### config.mk
export PLATFORM = sky130hd
export DESIGN_NAME = rf_activity_power_sequencer
export DESIGN_NICKNAME = d
export VERILOG_FILES = /design/src/rf_seq_pkg.sv /design/src/rf_activity_power_sequencer.sv /design/src/seq_timer.sv
export SDC_FILE = /design/constraint.sdc
export NUM_CORES = 1
export LEC_CHECK = 0
export ABC_CLOCK_PERIOD_IN_PS = 9700
export BUFFER_PORTS_ARGS = -buffer_cell sky130_fd_sc_hd__buf_4
export CAP_MARGIN = 20
export CORE_UTILIZATION = 25
export DETAILED_ROUTE_END_ITERATION = 16
export GPL_ROUTABILITY_DRIVEN = 0
export MAX_ROUTING_LAYER = met4
export PLACE_DENSITY = 0.47
export SYNTH_ARGS = -nofsm -noshare
export SYNTH_HDL_FRONTEND = slang
export SYNTH_HIERARCHICAL = 1
export SYNTH_SLANG_ARGS = --single-unit
### constraint.sdc
create_clock -name ref_clk_i -period 9.7 [get_ports ref_clk_i]
set_input_delay 0.485 -clock ref_clk_i [delete_from_list [all_inputs] [get_ports ref_clk_i]]
set_output_delay 0.485 -clock ref_clk_i [all_outputs]
set_load 0.05 [all_outputs]
### src/rf_seq_pkg.sv
/*
 * constants, timing figures and types shared by the activity power sequencer.
 * assumes a single system clock at CLK_HZ; all times become cycle counts here.
 */
package rf_seq_pkg;

  localparam longint CLK_HZ        = 50_000_000;
  localparam int     CNT_W         = 32;

  // times in their own units, as specified
  localparam longint ONSET_US      = 6;
  localparam longint WARM_US       = 33;
  localparam longint FIRST_MS      = 5;
  localparam longint SECOND_MS     = 10;
  localparam longint THIRD_MS      = 35;
  localparam longint HOLD_S        = 30;

  // cycle counts, rounded up to whole cycles
  localparam longint ONSET_CYC     = (ONSET_US * CLK_HZ + 999_999) / 1_000_000;
  localparam longint WARM_CYC      = (WARM_US * CLK_HZ + 999_999) / 1_000_000;
  localparam longint FIRST_CYC     = (FIRST_MS * CLK_HZ + 999) / 1_000;
  localparam longint SECOND_CYC    = (SECOND_MS * CLK_HZ + 999) / 1_000;
  localparam longint THIRD_CYC     = (THIRD_MS * CLK_HZ + 999) / 1_000;
  localparam longint HOLD_CYC      = HOLD_S * CLK_HZ;

  localparam logic [CNT_W-1:0] ONSET_LAST = CNT_W'(ONSET_CYC - 1);
  localparam logic [CNT_W-1:0] WARM_LAST  = CNT_W'(WARM_CYC - 1);

  // register word addresses
  localparam logic [1:0] ADDR_CTRL     = 2'h0;
  localparam logic [1:0] ADDR_STATUS   = 2'h1;

  // field positions
  localparam int CTRL_PARK_BIT         = 0;
  localparam int STAT_FLAG_BIT         = 0;
  localparam int STAT_SEQ_LSB          = 1;
  localparam int STAT_RUN_BIT          = 4;
  localparam int STAT_THR_LSB          = 5;

  localparam logic [31:0] CTRL_RESET   = 32'h0000_0000;

  typedef enum logic [1:0] {PH_DOWN, PH_WARM, PH_RUN} phase_t;

endpackage : rf_seq_pkg

### src/rf_activity_power_sequencer.sv
/*
 * activity flag, timed three-output power-on sequence and common hold-off,
 * with an avalon-mm slave for a park control bit and a status word.
 * assumes the level input comes from an analog comparator (asynchronous),
 * enable and threshold select from pins; all are synchronised here.
 */
`timescale 1ns/1ps
module rf_activity_power_sequencer
  import rf_seq_pkg::*;
#(
  parameter logic [CNT_W-1:0] FIRST_DLY  = CNT_W'(FIRST_CYC),
  parameter logic [CNT_W-1:0] SECOND_DLY = CNT_W'(SECOND_CYC),
  parameter logic [CNT_W-1:0] THIRD_DLY  = CNT_W'(THIRD_CYC),
  parameter logic [CNT_W-1:0] HOLD_DLY   = CNT_W'(HOLD_CYC)
) (
  input  wire logic        ref_clk_i,            // system clock, 50 MHz
  input  wire logic        rst_i,                // async reset, active high
  input  wire logic        level_above_i,        // comparator: level above threshold
  input  wire logic        enable_i,             // pin, low = power-down
  input  wire logic        threshold_sel_msb_i,  // threshold select bit 2
  input  wire logic        threshold_sel_mid_i,  // threshold select bit 1
  input  wire logic        threshold_sel_lsb_i,  // threshold select bit 0
  output logic [2:0]       threshold_code_o,     // step code to comparator
  output logic             signal_active_flag_o, // activity flag
  output logic             seq_out_first_o,      // first sequencer output
  output logic             seq_out_second_o,     // second sequencer output
  output logic             seq_out_third_o,      // third sequencer output
  input  wire logic [1:0]  avs_address_i,        // word address
  input  wire logic        avs_read_i,           // read strobe
  input  wire logic        avs_write_i,          // write strobe
  input  wire logic [3:0]  avs_byteenable_i,     // byte enables
  input  wire logic [31:0] avs_writedata_i,      // write data
  output logic [31:0]      avs_readdata_o,       // read data
  output logic             avs_waitrequest_o     // stall while ack not yet
);

  typedef struct packed {
    logic             above_m;
    logic             above_s;
    logic             en_m;
    logic             en_s;
    logic [2:0]       thr_m;
    logic [2:0]       thr_s;
    phase_t           phase;
    logic [CNT_W-1:0] warm_cnt;
    logic [CNT_W-1:0] onset_cnt;
    logic             flag;
    logic [2:0]       seq_on;
    logic             ctrl_park;
    logic             ack;
    logic [31:0]      rdata;
    // helper counts for the checks only; they steer nothing
    logic [2:0]       on_q;
    logic [CNT_W-1:0] flag_cycles;
    logic [CNT_W-1:0] low_cycles;
    logic [CNT_W-1:0] step_cycles;
  } seq_state_t;

  seq_state_t st;
  seq_state_t next_st;

  logic             running;
  logic             go;
  logic             seq_run;
  logic             seq_done;
  logic             hold_run;
  logic             hold_done;
  logic [CNT_W-1:0] seq_limit;

  assign running  = (st.phase == PH_RUN);
  assign go       = st.en_s && !st.ctrl_park;
  assign seq_run  = running && st.flag && !st.seq_on[2];
  assign hold_run = running && !st.flag && (st.seq_on != 3'h0);

  always_comb begin
    if (!st.seq_on[0]) begin
      seq_limit = FIRST_DLY;
    end else if (!st.seq_on[1]) begin
      seq_limit = SECOND_DLY;
    end else begin
      seq_limit = THIRD_DLY;
    end
  end

  seq_timer #(
    .W (CNT_W)
  ) u_seq_timer (
    .ref_clk_i (ref_clk_i),
    .rst_i     (rst_i),
    .run_i     (seq_run),
    .limit_i   (seq_limit),
    .done_o    (seq_done)
  );

  seq_timer #(
    .W (CNT_W)
  ) u_hold_timer (
    .ref_clk_i (ref_clk_i),
    .rst_i     (rst_i),
    .run_i     (hold_run),
    .limit_i   (HOLD_DLY),
    .done_o    (hold_done)
  );

  always_comb begin
    next_st = st;
    next_st.above_m = level_above_i;
    next_st.above_s = st.above_m;
    next_st.en_m    = enable_i;
    next_st.en_s    = st.en_m;
    next_st.thr_m   = {threshold_sel_msb_i, threshold_sel_mid_i, threshold_sel_lsb_i};
    next_st.thr_s   = st.thr_m;

    case (st.phase)
      PH_DOWN: begin
        if (go) begin
          next_st.phase    = PH_WARM;
          next_st.warm_cnt = '0;
        end
      end
      PH_WARM: begin
        if (st.warm_cnt == WARM_LAST) begin
          next_st.phase = PH_RUN;
        end else begin
          next_st.warm_cnt = st.warm_cnt + CNT_W'(1);
        end
      end
      PH_RUN: begin
        if (!st.above_s) begin
          next_st.flag      = 1'b0;
          next_st.onset_cnt = '0;
        end else if (!st.flag) begin
          if (st.onset_cnt == ONSET_LAST) begin
            next_st.flag = 1'b1;
          end else begin
            next_st.onset_cnt = st.onset_cnt + CNT_W'(1);
          end
        end
        if (seq_done) begin
          if (!st.seq_on[0]) begin
            next_st.seq_on[0] = 1'b1;
          end else if (!st.seq_on[1]) begin
            next_st.seq_on[1] = 1'b1;
          end else begin
            next_st.seq_on[2] = 1'b1;
          end
        end
        if (hold_done) begin
          next_st.seq_on = 3'h0;
        end
      end
      default: begin
        next_st.phase = PH_DOWN;
      end
    endcase

    if (!go) begin
      next_st.phase     = PH_DOWN;
      next_st.warm_cnt  = '0;
      next_st.onset_cnt = '0;
      next_st.flag      = 1'b0;
      next_st.seq_on    = 3'h0;
    end

    // bus slave: one wait cycle, write lands on the released edge
    if (st.ack) begin
      next_st.ack = 1'b0;
      if (avs_write_i && avs_address_i == ADDR_CTRL && avs_byteenable_i[0]) begin
        next_st.ctrl_park = avs_writedata_i[CTRL_PARK_BIT];
      end
    end else if (avs_read_i || avs_write_i) begin
      next_st.ack   = 1'b1;
      next_st.rdata = 32'h0000_0000;
      if (avs_read_i) begin
        case (avs_address_i)
          ADDR_CTRL: begin
            next_st.rdata[CTRL_PARK_BIT] = st.ctrl_park;
          end
          ADDR_STATUS: begin
            next_st.rdata[STAT_FLAG_BIT]                  = st.flag;
            next_st.rdata[STAT_SEQ_LSB +: 3]              = st.seq_on;
            next_st.rdata[STAT_RUN_BIT]                   = running;
            next_st.rdata[STAT_THR_LSB +: 3]              = st.thr_s;
          end
          default: begin
            next_st.rdata = 32'h0000_0000;
          end
        endcase
      end
    end

    // cycles since flag rise, since hold-off start, since the last output rise
    next_st.on_q        = st.seq_on;
    next_st.flag_cycles = st.flag ? st.flag_cycles + CNT_W'(1) : '0;
    next_st.low_cycles  = hold_run ? st.low_cycles + CNT_W'(1) : '0;
    if ((st.seq_on & ~st.on_q) != 3'h0) begin
      next_st.step_cycles = CNT_W'(1);
    end else if (st.flag) begin
      next_st.step_cycles = st.step_cycles + CNT_W'(1);
    end else begin
      next_st.step_cycles = '0;
    end
  end

  always_ff @(posedge ref_clk_i or posedge rst_i) begin
    if (rst_i) begin
      st <= '0;
    end else begin
      st <= next_st;
    end
  end

  assign threshold_code_o     = st.thr_s;
  assign signal_active_flag_o = st.flag;
  assign seq_out_first_o      = st.seq_on[0];
  assign seq_out_second_o     = st.seq_on[1];
  assign seq_out_third_o      = st.seq_on[2];
  assign avs_readdata_o       = st.rdata;
  assign avs_waitrequest_o    = (avs_read_i || avs_write_i) && !st.ack;
endmodule : rf_activity_power_sequencer

### src/seq_timer.sv
/*
 * interval timer: counts cycles while run is high, pulses done on the
 * cycle that completes limit cycles, then restarts from zero.
 * assumes run and limit come from logic on the same clock.
 */
`timescale 1ns/1ps
module seq_timer
  import rf_seq_pkg::*;
#(
  parameter int W = CNT_W
) (
  input  wire logic         ref_clk_i, // system clock
  input  wire logic         rst_i,     // async reset, active high
  input  wire logic         run_i,     // count while high, clear while low
  input  wire logic [W-1:0] limit_i,   // interval length in cycles
  output logic              done_o     // one-cycle pulse at interval end
);

  typedef struct packed {
    logic [W-1:0] count;
  } tmr_state_t;

  tmr_state_t st;
  tmr_state_t next_st;

  assign done_o = run_i && (st.count == limit_i - W'(1));

  always_comb begin
    next_st = st;
    if (!run_i || done_o) begin
      next_st.count = '0;
    end else begin
      next_st.count = st.count + W'(1);
    end
  end

  always_ff @(posedge ref_clk_i or posedge rst_i) begin
    if (rst_i) begin
      st <= '0;
    end else begin
      st <= next_st;
    end
  end

endmodule : seq_timer
* After elaboration in Yosys (flattened, before gate mapping)
Index checks and enable logic that the tools add are counted.
** Storage, ports and cells
- Bits in latches :: 0
- Memories :: 0
- Memory bits (read-only) :: 0
- Input bits :: 47
- Bits in registers :: 178
- Output and inout port bits :: 40
- RAM bits :: 0
** Operators by class
- Div/mod/pow operators :: 0
- Shifts and indexed selects :: 0
- Muxes and demuxes :: 23
- $lt $le $gt $ge :: 0
- Eq/ne operators :: 17
- Reduce and logical (&&, ||, !) cells :: 30
- Add/subtract/negate cells :: 5
- Bitwise operators :: 1
- Multipliers :: 0
** Operators with widths (number)
- 32-bit by 1-bit adder with 32-bit output, second input constant :: 4
- 32-bit 2-to-1 mux :: 4
- 33-bit 2-to-1 mux :: 3
- 70-bit 2-to-1 mux :: 1
- 32-bit case mux with 2 select lines :: 1
- 21-bit 2-to-1 mux :: 2
- 36-bit 2-to-1 mux :: 1
- 32-bit by 11-bit == test with 1-bit output, second input constant :: 1
- 32-bit by 31-bit == test with 1-bit output, second input constant :: 1
- 32-bit == test :: 1
- 32-bit by 9-bit == test with 1-bit output, second input constant :: 1
- 21-bit by 1-bit subtractor with 22-bit output, second input constant :: 1
- 3-bit != test, second input constant :: 4
- 1-bit logical AND :: 10
- 2-bit AND reduction :: 5
- 8-bit 2-to-1 mux :: 1
- 7-bit 2-to-1 mux :: 1
- 1-bit zero test :: 6
- 3-bit 2-to-1 mux :: 2
- 3-bit by 1-bit != test with 1-bit output, second input constant :: 2
- 3-bit by 2-bit != test with 1-bit output, second input constant :: 2
- 2-bit case mux with 3 select lines :: 1
- 3-bit AND reduction :: 2
- 2-bit by 1-bit == test with 1-bit output, second input constant :: 2
- other kinds (10) :: 17

* Logic depth before layout (Yosys ltp)
- Word-level depth :: 9
- Depth in mapped cells :: 14
- Depth with buffers taken out :: 13

* Cells and area by module
The synthesis kept the hierarchy.
** By module, submodules not included
- rf_activity_power_sequencer :: cells each 533, area an instance 4959.8 µm², times used 1
- seq_timer (u_seq_timer) :: cells each 351, area an instance 3062.9 µm², times used 1
- seq_timer (u_hold_timer) :: cells each 344, area an instance 2866.5 µm², times used 1

* Worst setup path after synthesis
No wires, ideal clock.
- Path kind :: reg2reg
- Start :: register st, in the netlist seq_out_first_o
- End :: register u_seq_timer/st[22] in the netlist's numbering
- Setup slack :: 5.604 ns
- Clock period less this slack :: 4.096 ns
- Stages on the path, launching flop included :: 13
- Setup time :: 0.141 ns
- Data arrival time :: 3.955 ns
- Required time :: 9.559 ns
- Path through :: dfrtp_1 inv_1 nor2_1 inv_1 buf_2 nor4_1 nand2b_1 nor3_1 xnor2_1 or4bb_1 nor4_4 buf_6 nor3_2
** RTL lines
- from (decl) :: line rf_activity_power_sequencer.sv:59 : seq_state_t st;
- from (signal assigned) :: line rf_activity_power_sequencer.sv:209 : st <= next_st;
- to (signal assigned) :: line seq_timer.sv:41 : st <= next_st;
- to (decl) :: line seq_timer.sv:23 : tmr_state_t st;

* Worst setup path in the final report
- Start :: register st, in the netlist seq_out_second_o
- End :: register st, in the netlist seq_out_second_o
** Between the ends
- Longest elaborated chain between the ends :: 7
- Elaborated cells between the ends (all ways) :: 14
** Ends and longest elaborated chain
- 21-bit 2-to-1 mux :: line rf_activity_power_sequencer.sv:78 : end else if (!st.seq_on[1]) begin
- 21-bit 2-to-1 mux :: line rf_activity_power_sequencer.sv:76 : if (!st.seq_on[0]) begin
- via seq_limit[18] :: line rf_activity_power_sequencer.sv:68 : logic [CNT_W-1:0] seq_limit;
- 21-bit by 1-bit subtractor with 22-bit output :: line seq_timer.sv:26 : assign done_o = run_i && (st.count == limit_i - W'(1));
- 32-bit == test :: line seq_timer.sv:26
- 1-bit logical AND :: line seq_timer.sv:26
- via seq_done :: line rf_activity_power_sequencer.sv:65 : logic seq_done;
- 3-bit by 1-bit != test with 1-bit output (no line)
- 3-bit AND reduction (no line)
The timed path passes the listed nets, and every way through them passes these cells. The select of a mux whose other input is x is not followed.
A chain may end at the register's enable or synchronous reset.

==> run metrics <==
maximum number of pins on one net before global-route repair 60; clock root buffer clkbuf_16; maximum clock skew at final layout 0.00835 ns; shortest clock period the worst path allows after layout 4.24 ns; max-slew headroom at the worst pin 25.6%; via count of the first global-routing pass 8,550; switching component of the power 0.415 mW; number of port buffers 28; Static Leak 5.18 nW; number of cell rows 76; RSZ-0062 raised after global routing no; Ant. Diodes 0; synthesized area divided by synthesized cell count 8.87 um^2; number of enable-type register cells in the synthesized netlist 0; number of H-tree levels 4; Setup Viol. Count Final 0; Synth area leader dfrtp_1; CTS tree built; clk slew on worst S/H paths 0.06 ns; hold buffer count at cts 0; kind of start point of the critical path register; family with the most delay on the worst path simple AND/OR/NAND/NOR gates; antenna violations before repair 0; number of routed nets with antenna violations 0; maximum cell stage delay along the critical path 0.91 ns; number of sinks handled by clock tree synthesis 154; Peak supply drop 0.000112 V; standard cell with the maximum stage delay on the critical path nor4b_1; fraction of registers with async set or reset after synthesis 100%; first-pass GRT wire length 45,100 um; period utilisation layout 43.7%; Worst Setup Path Type reg -> reg; area enclosed by the die boundary 44,400 um^2; distinct cell type count of the synthesized netlist 85; dominant register cell in the synthesized netlist dfrtp_1; synthesized instance count 1,228; number of filler cells placed in the layout 4,623; Gates resized, CTS repair 0; Post-DP HPWL 19,800 um; WP data required 10.07 ns; final worst hold slack 0.0648 ns; Fmax 236 MHz; area overhead of the layout relative to synthesis 19.2%; synth top area cells dfrtp_1 (35%), xnor2_1 (6.1%), xor2_1 (5.8%), nor2_1 (3.6%), nand2_1 (3.1%); WL final 27,200 um; Routed wire per std cell 13.3 um; Final Core Density 30.2%; clock latency reported for the late side of the worst-skew pair 0.44 ns; vertical die dimension 211 um; overall global routing resource usage 13.0%; post-CTS setup buffers 0; fraction of post-synthesis cell area in the top cell type by area 35.4%; share of synthesized area occupied by flip-flops and latches 35.4%; slack of the critical path 5.46 ns; clock group share of total power 48.8%; final hold vios 0; via count 9,123; number of warnings reported in the yosys synthesis log 6; post-route total power 1.60 mW; Initial DRT Pass Iterations 5; overall overflow remaining after global route 0; most used standard cell by instance count after synthesis dfrtp_1; part of the total power dissipated in sequential elements 41.3%; initial standard-cell utilization of the core 25.3%; DIE WIDTH 211 um; synth cell count leaders dfrtp_1 (154), nor2_1 (104), nand2_1 (89); per-cell via count in the routed design 4.47; post-synthesis cell area 10,900 um^2; fraction of power spent switching nets 26.0%; Sum Neg Setup Slack 0 ns; maximum fanout along the worst path 16; Place WS 5.45 ns; number of slew-limit violations in the final report 0; total clock buffers created by CTS 17; buffers and inverters on the worst path 1; number of nets in the finished design 1,498; Slew @ Worst Pin 1.11 ns; Placeable Area 43,000 um^2; layout cell share with drive strength beyond 1 11.3%; power density normalized to cell area 123 nW/um^2; drt initial violations 484; Ports 87; number of maximum-capacitance constraint violations 0; number of storage elements in the synthesis netlist 154; DRC violations left 0; cell internal power dissipation 1.18 mW; WP data arrival 4.61 ns; combinational power share 10.0%; type of the tightest min-delay check in -> async; run status completed; type of element capturing the critical path register; CTS max path bufs 2; critical path, cell by cell nor2_1 -> inv_1 -> or4_1 -> nor4_1 -> xnor2_1 -> nor4_1 -> and4_1 -> nand4_1 -> nor4b_1 -> a31oi_1 -> nor2_1
==> sequential cells by signal, summed over array words and instances, names as in the netlist <==
signal	cells
threshold_code_o	3
u_hold_timer/st	32
u_seq_timer/st	32
seq_out_third_o	1
st	70
seq_out_second_o	1
next_st	5
avs_readdata_o	8
seq_out_first_o	1
signal_active_flag_o	1
==> power groups by stage <==
stage	Combinational (mW)	Sequential, mW	Clock, mW
detailed placement	0.158	0.671	0
global route	0.180	0.659	0.827
floorplan	0.131	0.667	0
global placement	0.157	0.671	0
finish	0.159	0.659	0.778
CTS	0.159	0.659	0.802
==> metal layers <==
layer | track usage, % | share of wire [%]
met4 | 3.82 | 1.3
met1 | 17.8 | 51
met3 | 1.81 | 2.7
met5 | - | 0
met2 | 20.0 | 45
==> cell type report <==
| type | count | area (um^2) | share of cell area [%] |
|---|---|---|---|
| clock buffer | 18 | 439 | 3.38 |
| sequential | 154 | 3850 | 29.7 |
| clock inverter | 14 | 241 | 1.86 |
| multi-input combinational | 1192 | 7250 | 55.9 |
| timing repair buffer | 42 | 315 | 2.43 |
| inverter | 37 | 141 | 1.09 |
| tap | 585 | 732 | 5.64 |
==> cells by family after synthesis <==
logic type | Yosys count | synth area share [%]
and+or+nand+nor | 599 | 32.3
AOI/OAI and AO/OA | 183 | 11.7
DFF | 154 | 35.4
xor gates and xnor gates | 148 | 11.9
buffers and inverters | 118 | 6.18
muxes | 17 | 1.62
adders and majority gates | 7 | 0.804
other | 2 | 0.0690
==> through the flow <==
step	std cells	area (um^2)
final	2042	13000
after global routing	2042	13000
after CTS	2042	13000
after detailed placement	2010	12300
after global placement	2010	12300
after floorplan	1464	11800
==> final timing paths <==
check | startpoint | endpoint | slack [ns] | cells past startpoint
worst max-delay path | seq_out_second_o | seq_out_second_o | 5.46 | 11
min in group ref_clk_i | level_above_i | next_st[211] | 0.14 | 1
worst min-delay path | rst_i | seq_out_third_o | 0.06 | 2
worst max register to register | seq_out_second_o | seq_out_second_o | 5.46 | 11
worst min register to register | next_st[211] | st[211] | 0.35 | 0
max in group asynchronous | rst_i | st[182] | 8.50 | 3
==> cell usage in the layout (no fill, tap or decap), drive strengths merged, types with 42 or more instances in the layout <==
master	instances
conb	238
dfrtp	154
nor2	126
nand2	89
nor3	79
xnor2	76
xor2	72
nand4	56
a21oi	51
nor4	48
buf	42
nand3	42
No activity file was read; power rests on OpenSTA's default activity.
